### config.mk
export PLATFORM = sky130hd
export DESIGN_NAME = mft_irq_dma
export DESIGN_NICKNAME = d
export VERILOG_FILES = /design/src/shared/mft_pkg.sv /design/src/rtl/mft_irq_dma.sv
export VERILOG_INCLUDE_DIRS = /design/src /design/src/shared
export SDC_FILE = /design/constraint.sdc
export NUM_CORES = 1
export LEC_CHECK = 0
export BUFFER_PORTS_ARGS = -buffer_cell sky130_fd_sc_hd__buf_4
export CAP_MARGIN = 20
export CORE_UTILIZATION = 50
export DETAILED_ROUTE_END_ITERATION = 6
export HOLD_SLACK_MARGIN = 0.02
export PLACE_DENSITY = 0.68
export SLEW_MARGIN = 15
export SYNTH_ARGS = -nofsm -noshare
export SYNTH_HDL_FRONTEND = slang
export SYNTH_SLANG_ARGS = --single-unit
### constraint.sdc
create_clock -name core_clk -period 5.7 [get_ports core_clk]
set_clock_uncertainty 0.2 [all_clocks]
set_input_delay 0.57 -clock core_clk [delete_from_list [all_inputs] [get_ports core_clk]]
set_output_delay 0.57 -clock core_clk [all_outputs]
set_load 0.02 [all_outputs]
### src/shared/mft_defs.svh
// constants of the timer interrupt and dma request unit
`ifndef MFT_DEFS_SVH
`define MFT_DEFS_SVH
// Summary of operation
// - five sources in three groups: compares 110, captures 100, over/underflow 000
// - low three vector bits fixed by hardware per group; 000 is highest
// - upper five vector bits come from the software vector base register
// - each source has its mask bit; mask bit 7 globally enables interrupts
// - new compare-0/capture-0 request while pending sets that source's overrun flag
// - two dma channels: memory to compare-0, capture-0 to memory
// - with dma enabled, channel interrupt comes from end-of-block only
// - capture channel dma request outranks compare channel
// - dma mask gates requests; block irq mask gates end-of-block interrupts
// - upper five pointer bits shared by both channels, pointers mapped as pairs
// - transfer select 0: address bit 1 low for capture, high for compare
// - transfer select 1: one adjacent pointer pair, address pointer unused
// - word moves as two bytes; second byte forced to priority 000
// - counter reaching table end resets, flags end-of-block, stops block
// - swap mode toggles pointer bit 2 per end-of-block, software accessible
// - transfer address always uses serviced channel's own toggle bit
// - one swap enable bit applies to both channels
// - end-of-block irq at normal priority, only when no dma request active
// - software writing end-of-block flag 1 in swap mode raises interrupt
// - hardware end-of-block while flag still set clears channel dma mask

// register offsets on the plain port
`define MFT_A_VECTOR   4'h0
`define MFT_A_MASK     4'h1
`define MFT_A_FLAG     4'h2
`define MFT_A_DMA_COUNTER_POINTER     4'h3
`define MFT_A_DMA_ADDRESS_POINTER     4'h4
`define MFT_A_DCTL     4'h5
`define MFT_A_CNT_CMP  4'h6
`define MFT_A_CNT_CAP  4'h7
`define MFT_A_PEND     4'h8
// mask register fields
`define MFT_M_GLOBAL   7
`define MFT_M_CAP_DMA  6
`define MFT_M_CAP_IRQ  5
`define MFT_M_CMP_DMA  4
`define MFT_M_CMP_IRQ  3
`define MFT_M_CAP1     2
`define MFT_M_CMP1     1
`define MFT_M_OUF      0
// flag register fields
`define MFT_F_OVR_CMP  0
`define MFT_F_OVR_CAP  1
`define MFT_F_EOB_CMP  2
`define MFT_F_EOB_CAP  3
// pointer and dma control fields
`define MFT_P_XSEL     0
`define MFT_P_TOGGLE   2
`define MFT_C_SWAP     0
// hardware group codes, priority and register reset value
`define MFT_G_CMP      3'h6
`define MFT_G_CAP      3'h4
`define MFT_G_OUF      3'h0
`define MFT_PRIO_TOP   3'h0
`define MFT_RST8       8'h00
`endif

### src/shared/mft_pkg.sv
// types of the timer interrupt and dma request unit
package mft_pkg;
   typedef struct packed {
      logic       valid;
      logic [7:0] vector;
   } mft_irq_t;
   typedef struct packed {
      logic       valid;
      logic       to_compare;
      logic       second_byte;
      logic [2:0] prio_level;
      logic [7:0] counter_addr;
      logic [7:0] address_addr;
      logic       reg_to_reg;
   } mft_dma_req_t;
   typedef enum logic [1:0] {MFT_IDLE, MFT_BYTE1, MFT_BYTE2} mft_state_t;
endpackage

### src/rtl/mft_irq_dma.sv
// interrupt grouping, overrun, and two-channel dma request logic
`timescale 1ns/1ps
`include "mft_defs.svh"
module mft_irq_dma #(
   parameter int CNT_W = 16
) (
   input  wire logic                  core_clk,
   input  wire logic                  rst_n,
   input  wire logic                  clk_en,
   input  wire logic [3:0]            reg_addr,
   input  wire logic [7:0]            reg_wdata,
   input  wire logic                  reg_wr,
   input  wire logic                  reg_rd,
   output      logic [7:0]            reg_rdata,
   input  wire logic                  compare_zero_event,
   input  wire logic                  compare_one_event,
   input  wire logic                  capture_zero_event,
   input  wire logic                  capture_one_event,
   input  wire logic                  over_underflow_event,
   output      mft_pkg::mft_irq_t     irq_out,
   input  wire logic                  irq_ack,
   output      mft_pkg::mft_dma_req_t dma_req,
   input  wire logic                  dma_byte_done
);
   import mft_pkg::*;

   logic [7:0]       vector_base_register_q;
   logic [7:0]       interrupt_dma_mask_register_q;
   logic [7:0]       timer_flag_register_q;
   logic [7:0]       dma_counter_pointer_q;
   logic [7:0]       dma_address_pointer_q;
   logic [7:0]       dma_control_register_q;
   logic [CNT_W-1:0] cnt_cmp_q;
   logic [CNT_W-1:0] cnt_cap_q;
   logic [4:0]       pend_q;   // {ouf, cap1, cap0, cmp1, cmp0}
   logic [7:0]       rdata_q;
   mft_state_t       state_q;
   logic             serve_cap_q;
   logic             req_cmp_q;
   logic             req_cap_q;

   // derived control
   logic swap_enable;
   logic transfer_type_select;
   logic capture_dma_mask;
   logic compare_dma_mask;
   logic wr_mask;
   logic wr_flag;
   logic wr_pend;
   logic eob_cmp_hw;
   logic eob_cap_hw;
   logic last_cmp;
   logic last_cap;
   logic sw_eob_cmp;
   logic sw_eob_cap;
   logic dma_active;

   assign swap_enable          = dma_control_register_q[`MFT_C_SWAP];
   assign transfer_type_select = dma_counter_pointer_q[`MFT_P_XSEL];
   assign capture_dma_mask     = interrupt_dma_mask_register_q[`MFT_M_CAP_DMA];
   assign compare_dma_mask     = interrupt_dma_mask_register_q[`MFT_M_CMP_DMA];
   assign wr_mask              = reg_wr && (reg_addr == `MFT_A_MASK);
   assign wr_flag              = reg_wr && (reg_addr == `MFT_A_FLAG);
   assign wr_pend              = reg_wr && (reg_addr == `MFT_A_PEND);
   assign dma_active           = (state_q != MFT_IDLE) || req_cmp_q || req_cap_q;

   // a counter of one means this word finishes the table
   assign last_cmp   = (cnt_cmp_q == CNT_W'(1)) || (cnt_cmp_q == '0);
   assign last_cap   = (cnt_cap_q == CNT_W'(1)) || (cnt_cap_q == '0);
   assign eob_cmp_hw = (state_q == MFT_BYTE2) && dma_byte_done && !serve_cap_q && last_cmp;
   assign eob_cap_hw = (state_q == MFT_BYTE2) && dma_byte_done && serve_cap_q && last_cap;
   // test write emulates end of block
   assign sw_eob_cmp = wr_flag && reg_wdata[`MFT_F_EOB_CMP] && swap_enable
                       && !timer_flag_register_q[`MFT_F_EOB_CMP];
   assign sw_eob_cap = wr_flag && reg_wdata[`MFT_F_EOB_CAP] && swap_enable
                       && !timer_flag_register_q[`MFT_F_EOB_CAP];

   // software registers without hardware side effects
   always_ff @(posedge core_clk) begin
      if (!rst_n) begin
         vector_base_register_q <= `MFT_RST8;
         dma_control_register_q <= `MFT_RST8;
      end else if (clk_en && reg_wr) begin
         if (reg_addr == `MFT_A_VECTOR) vector_base_register_q <= reg_wdata;
         if (reg_addr == `MFT_A_DCTL) dma_control_register_q <= reg_wdata;
      end
   end

   // mask register; protection clears dma mask on hardware end of block while flag still set
   always_ff @(posedge core_clk) begin
      if (!rst_n) begin
         interrupt_dma_mask_register_q <= `MFT_RST8;
      end else if (clk_en) begin
         if (wr_mask) interrupt_dma_mask_register_q <= reg_wdata;
         // second end of block disables dma
         if (eob_cmp_hw && timer_flag_register_q[`MFT_F_EOB_CMP])
            interrupt_dma_mask_register_q[`MFT_M_CMP_DMA] <= 1'b0;
         if (eob_cap_hw && timer_flag_register_q[`MFT_F_EOB_CAP])
            interrupt_dma_mask_register_q[`MFT_M_CAP_DMA] <= 1'b0;
      end
   end

   // pointer registers; swap toggles the channel's own bit 2
   always_ff @(posedge core_clk) begin
      if (!rst_n) begin
         dma_counter_pointer_q <= `MFT_RST8;
         dma_address_pointer_q <= `MFT_RST8;
      end else if (clk_en) begin
         if (reg_wr && reg_addr == `MFT_A_DMA_COUNTER_POINTER) dma_counter_pointer_q <= reg_wdata;
         if (reg_wr && reg_addr == `MFT_A_DMA_ADDRESS_POINTER) dma_address_pointer_q <= reg_wdata;
         if (swap_enable && (eob_cmp_hw || sw_eob_cmp))
            dma_counter_pointer_q[`MFT_P_TOGGLE] <= ~dma_counter_pointer_q[`MFT_P_TOGGLE];
         if (swap_enable && (eob_cap_hw || sw_eob_cap))
            dma_address_pointer_q[`MFT_P_TOGGLE] <= ~dma_address_pointer_q[`MFT_P_TOGGLE];
      end
   end

   // transaction counters; loaded by software, count words down
   always_ff @(posedge core_clk) begin
      if (!rst_n) begin
         cnt_cmp_q <= '0;
         cnt_cap_q <= '0;
      end else if (clk_en) begin
         if (reg_wr && reg_addr == `MFT_A_CNT_CMP) cnt_cmp_q <= CNT_W'(reg_wdata);
         if (reg_wr && reg_addr == `MFT_A_CNT_CAP) cnt_cap_q <= CNT_W'(reg_wdata);
         if (state_q == MFT_BYTE2 && dma_byte_done) begin
            if (!serve_cap_q) cnt_cmp_q <= last_cmp ? '0 : cnt_cmp_q - CNT_W'(1);
            else cnt_cap_q <= last_cap ? '0 : cnt_cap_q - CNT_W'(1);
         end
      end
   end

   // flag register: overrun and end of block, set wins over clear
   always_ff @(posedge core_clk) begin
      if (!rst_n) begin
         timer_flag_register_q <= `MFT_RST8;
      end else if (clk_en) begin
         if (wr_flag) timer_flag_register_q <= reg_wdata & 8'h0F;
         if (compare_zero_event && pend_q[0])
            timer_flag_register_q[`MFT_F_OVR_CMP] <= 1'b1;
         if (capture_zero_event && pend_q[2])
            timer_flag_register_q[`MFT_F_OVR_CAP] <= 1'b1;
         if (eob_cmp_hw) timer_flag_register_q[`MFT_F_EOB_CMP] <= 1'b1;
         if (eob_cap_hw) timer_flag_register_q[`MFT_F_EOB_CAP] <= 1'b1;
      end
   end

   // pending bits; software clears by writing ones
   always_ff @(posedge core_clk) begin
      if (!rst_n) begin
         pend_q <= 5'h00;
      end else if (clk_en) begin
         pend_q <= pend_q & ~(wr_pend ? reg_wdata[4:0] : 5'h00);
         if (irq_ack && irq_out.valid) begin
            case (irq_out.vector[2:0])
               `MFT_G_OUF: pend_q[4] <= 1'b0;
               default:    ;
            endcase
         end
         // dma mode uses end of block
         if (compare_dma_mask ? (eob_cmp_hw || sw_eob_cmp) : compare_zero_event)
            pend_q[0] <= 1'b1;
         if (compare_one_event) pend_q[1] <= 1'b1;
         if (capture_dma_mask ? (eob_cap_hw || sw_eob_cap) : capture_zero_event)
            pend_q[2] <= 1'b1;
         if (capture_one_event) pend_q[3] <= 1'b1;
         if (over_underflow_event) pend_q[4] <= 1'b1;
      end
   end

   always_ff @(posedge core_clk) begin
      if (!rst_n) begin
         req_cmp_q <= 1'b0;
         req_cap_q <= 1'b0;
      end else if (clk_en) begin
         if (state_q == MFT_IDLE && req_cap_q) req_cap_q <= 1'b0;
         else if (state_q == MFT_IDLE && req_cmp_q) req_cmp_q <= 1'b0;
         if (compare_zero_event && compare_dma_mask) req_cmp_q <= 1'b1;
         if (capture_zero_event && capture_dma_mask) req_cap_q <= 1'b1;
      end
   end

   // word transfer sequencer: two bytes per request
   always_ff @(posedge core_clk) begin
      if (!rst_n) begin
         state_q     <= MFT_IDLE;
         serve_cap_q <= 1'b0;
      end else if (clk_en) begin
         case (state_q)
            MFT_IDLE: begin
               if (req_cap_q) begin
                  state_q     <= MFT_BYTE1;
                  serve_cap_q <= 1'b1;
               end else if (req_cmp_q) begin
                  state_q     <= MFT_BYTE1;
                  serve_cap_q <= 1'b0;
               end
            end
            MFT_BYTE1: if (dma_byte_done) state_q <= MFT_BYTE2;
            MFT_BYTE2: if (dma_byte_done) state_q <= MFT_IDLE;
            default:   state_q <= MFT_IDLE;
         endcase
      end
   end

   // dma request output, formed from registered state
   always_comb begin
      logic [2:0] grp;
      grp = serve_cap_q ? `MFT_G_CAP : `MFT_G_CMP;
      dma_req             = '0;
      dma_req.valid       = (state_q != MFT_IDLE);
      dma_req.to_compare  = !serve_cap_q;
      dma_req.second_byte = (state_q == MFT_BYTE2);
      dma_req.prio_level  = (state_q == MFT_BYTE2) ? `MFT_PRIO_TOP : grp;
      dma_req.reg_to_reg  = transfer_type_select;
      dma_req.counter_addr = {dma_counter_pointer_q[7:3], 3'h0};
      dma_req.address_addr = {dma_address_pointer_q[7:3], 3'h0};
      dma_req.counter_addr[`MFT_P_TOGGLE] = serve_cap_q ?
         dma_address_pointer_q[`MFT_P_TOGGLE] : dma_counter_pointer_q[`MFT_P_TOGGLE];
      dma_req.address_addr[`MFT_P_TOGGLE] = dma_req.counter_addr[`MFT_P_TOGGLE];
      dma_req.counter_addr[1] = !serve_cap_q;
      dma_req.address_addr[1] = !serve_cap_q;
      if (transfer_type_select) begin
         dma_req.address_addr = '0;
         dma_req.counter_addr[1] = !serve_cap_q;
      end
   end

   // interrupt arbitration over the three groups
   always_comb begin
      logic [7:0] m;
      logic       ouf_on;
      logic       cmp_on;
      logic       cap_on;
      m = interrupt_dma_mask_register_q;
      ouf_on = m[`MFT_M_GLOBAL] && pend_q[4] && m[`MFT_M_OUF];
      cmp_on = m[`MFT_M_GLOBAL] && ((pend_q[0] && m[`MFT_M_CMP_IRQ]) || (pend_q[1] && m[`MFT_M_CMP1]));
      cap_on = m[`MFT_M_GLOBAL] && ((pend_q[2] && m[`MFT_M_CAP_IRQ]) || (pend_q[3] && m[`MFT_M_CAP1]));
      if (dma_active) begin
         cmp_on = cmp_on && !pend_q[0];
         cap_on = cap_on && !pend_q[2];
      end
      irq_out = '0;
      if (ouf_on) begin
         irq_out.valid  = 1'b1;
         irq_out.vector = {vector_base_register_q[7:3], `MFT_G_OUF};
      end else if (cap_on) begin
         irq_out.valid  = 1'b1;
         irq_out.vector = {vector_base_register_q[7:3], `MFT_G_CAP};
      end else if (cmp_on) begin
         irq_out.valid  = 1'b1;
         irq_out.vector = {vector_base_register_q[7:3], `MFT_G_CMP};
      end
   end

   // read port, data one cycle after strobe
   always_ff @(posedge core_clk) begin
      if (!rst_n) begin
         rdata_q <= `MFT_RST8;
      end else if (clk_en && reg_rd) begin
         case (reg_addr)
            `MFT_A_VECTOR:  rdata_q <= vector_base_register_q;
            `MFT_A_MASK:    rdata_q <= interrupt_dma_mask_register_q;
            `MFT_A_FLAG:    rdata_q <= timer_flag_register_q;
            `MFT_A_DMA_COUNTER_POINTER:    rdata_q <= dma_counter_pointer_q;
            `MFT_A_DMA_ADDRESS_POINTER:    rdata_q <= dma_address_pointer_q;
            `MFT_A_DCTL:    rdata_q <= dma_control_register_q;
            `MFT_A_CNT_CMP: rdata_q <= cnt_cmp_q[7:0];
            `MFT_A_CNT_CAP: rdata_q <= cnt_cap_q[7:0];
            `MFT_A_PEND:    rdata_q <= {3'h0, pend_q};
            default:        rdata_q <= `MFT_RST8;
         endcase
      end
   end
   assign reg_rdata = rdata_q;
endmodule

==> results.cfg <==
[sta]
setup_viol = 0
slew_violations = 0
layout_setup_ws_ps = 2810
finalSetupTns_ps = 0
min_period_ps = 2890
relSlewSlack_pct = 30.00
grt_setup_unrepaired = no
fmax_mhz = 346.0
fin_hold_ws_ps = 246.8
finalCritPeriodShare_pct = 50.71
finalHoldViolCount = 0
tightest_slew_ps = 1048

[grt]
grt_pass1_vias = 4898
overflow = 0
grt_usage_pct = 32.05
grt_max_degree = 75
grt_antenna_before_repair = 1
grt_pass1_wl_microns = 26990

[die]
initial_utilization_pct = 51.42
die_x_microns = 105.0
ios = 64
core.rowCount = 37
core_region_area_sq_um = 10320
die_h_microns = 105.0
dieArea_sq_um = 11030

[detailed_routing]
vias = 5326
wl_per_cell_microns = 21.00
first_pass_iters = 5
via_per_inst = 6.432
drc = 0
finalWirelength_microns = 17380
ant_nets = 0
first_iter_violations = 466

[power]
swShare_pct = 28.38
pwr-share-clk_pct = 35.0
p_int_mw = 0.8713
p_switching_mw = 0.3453
seq_power_share_pct = 55.3
power.leakage_nw = 2.151
power_density_nw_per_um2 = 207.1
ir_drop_v = 0.0001515
power_frac_comb_pct = 9.6

[yosys]
ys.warnings.count = 0
yosysUniqueCellTypes = 65
ys_seq_elements = 94
synth_edf_count = 0
synth-async-reset-ratio_pct = 0
yosysSeqAreaShare_pct = 35.45
netlist_area_sq_um = 5309
syn_avg_cell_area_sq_um = 7.924
postSynthCellCount = 670
yosys_most_used_dff = dfxtp_1

[job]
cap_viol_max_count = 0

[critical_path]
critPathArrivalTime_ps = 2120
required_ps = 4930
crit-reg2reg-launch = cnt_cap_q[5]
cp-end-kind = output pin
start_kind = flop
path_max_fanout = 10
r2r_cells = 5
crit_path_start = state_q[0]
crit_type = reg -> out

[placement]
dp_hpwl_microns = 12170
port_buffers = 59
pre_cts_slack_ps = 2677
place_congestion = 0.9266

[final_layout]
antenna_cells = 0
fin_nets = 715
syn_to_final_growth_pct = 10.68
final_util_pct = 56.91
drive_above_1_share_pct = 15.17

[run_status]
outcome = finished clean

[min_path]
hp-start = capture_one_event
whs_path_depth = 3
min_path_type = in -> reg

[clocking]
clk_latency_ps = 390
cts.path.max_buffers = 2
cts_max_level = 3
cts_tree = yes
cts-resized-gates = 0
cts-root-buf = clkbuf_8
ctsHoldBuffers = 0
cts_inserted_buffers = 9
path_clk_slew_ps = 90
clock-sinks = 94
cts_setup_buffers = 0
## path summary, 6_finish.rpt
kind                               to  slack (ps)
max                        irq_out[7]        2810
min                         pend_q[3]         250
max reg2reg  dma_address_pointer_q[2]        2970
min reg2reg              reg_rdata[4]         270
## power by group through the flow
stage	clock (mW)	sequential (mW)	combinational [mW]
after floorplan	0	0.683	0.0764
after global placement	0	0.688	0.113
after detailed placement	0	0.688	0.114
after CTS	0.431	0.673	0.115
after global routing	0.454	0.674	0.126
final	0.426	0.673	0.117
## cell type report
| cell class | instances | area [sq um] |
|---|---|---|
| Sequential cell | 94 | 1882 |
| Inverter | 15 | 56.30 |
| Timing Repair Buffer | 67 | 503.0 |
| Fill cell | 1019 | 4448 |
| Multi-Input combinational cell | 500 | 3089 |
| Clock buffer | 11 | 141.4 |
| Clock inverter | 5 | 33.78 |
| Tap cell | 136 | 170.2 |
## worst max-delay path: stages, from the launching register on
cell,delay [ps]
dfxtp_1,400
o41ai_1,470
nand3_1,140
nor2b_1,170
nand2b_1,250
and2_1,180
buf_4,130
## metrics by stage
| step | cells | total power [mW] | instance area, sq um |
|---|---|---|---|
| finish | 828 | 1.217 | 5876 |
| global route | 828 | 1.254 | 5876 |
| CTS | 828 | 1.218 | 5866 |
| detailed placement | 812 | 0.8024 | 5690 |
| global placement | 812 | 0.8009 | 5690 |
| floorplan | 673 | 0.7594 | 5320 |
## layer usage
metal  vias to the layer above  global-route usage (%)  part of all wire [%]
li1                       2494                       -                     -
met2                       259                   50.99                    47
met1                      2529                   42.40                    42
met5                         -                       0                 0.075
met4                         2                   15.09                   3.0
met3                        42                   5.115                   8.2
## registers in the layout, summed over array words and instances (netlist names)
name,cells
cnt_cap_q,16
cnt_cmp_q,16
dma_address_pointer_q,8
dma_control_register_q,8
dma_counter_pointer_q,8
interrupt_dma_mask_register_q,8
pend_q,5
reg_rdata,8
req_cap_q,1
req_cmp_q,1
serve_cap_q,1
state_q,2
timer_flag_register_q,4
vector_base_register_q,8
## cells by family after synthesis
group                    after synthesis  synth area share [%]
adder cells (fa/ha/maj)                4                0.9428
multiplexers                          35                 7.235
AND/OR/NAND/NOR                      277                 26.56
AO/OA/AOI/OAI                        180                 22.86
flip-flops                            94                 35.45
other                                  1               0.07064
buffers and inverters                 79                 6.882
## synthesized netlist by cell type, types with 7 or more instances
cell | n | area [sq um]
a21oi_1 | 49 | 245.2
a22oi_1 | 21 | 157.7
a31oi_1 | 11 | 68.82
a32oi_1 | 11 | 96.34
and2_1 | 7 | 43.79
and3_1 | 7 | 43.79
buf_4 | 11 | 82.58
clkbuf_1 | 44 | 165.2
dfxtp_1 | 94 | 1882
inv_1 | 15 | 56.30
mux2_2 | 7 | 78.83
mux2i_1 | 26 | 260.3
nand2_1 | 89 | 334.1
nand3_1 | 27 | 135.1
nor2_1 | 58 | 217.7
nor2b_1 | 15 | 93.84
nor3_1 | 18 | 90.09
nor4_1 | 9 | 56.30
o21ai_0 | 27 | 135.1
## layout by cell type, fill, tap and decap left out, types with 15 or more instances in the layout
cell	n
nor3_1	18
nor2b_1	15
nor2_1	58
nand2_1	89
buf_4	67
a21oi_1	49
a22oi_1	21
mux2i_1	26
o21ai_0	27
dfxtp_1	94
nand3_1	27
Note: power is estimated with default switching activity, not from simulation.
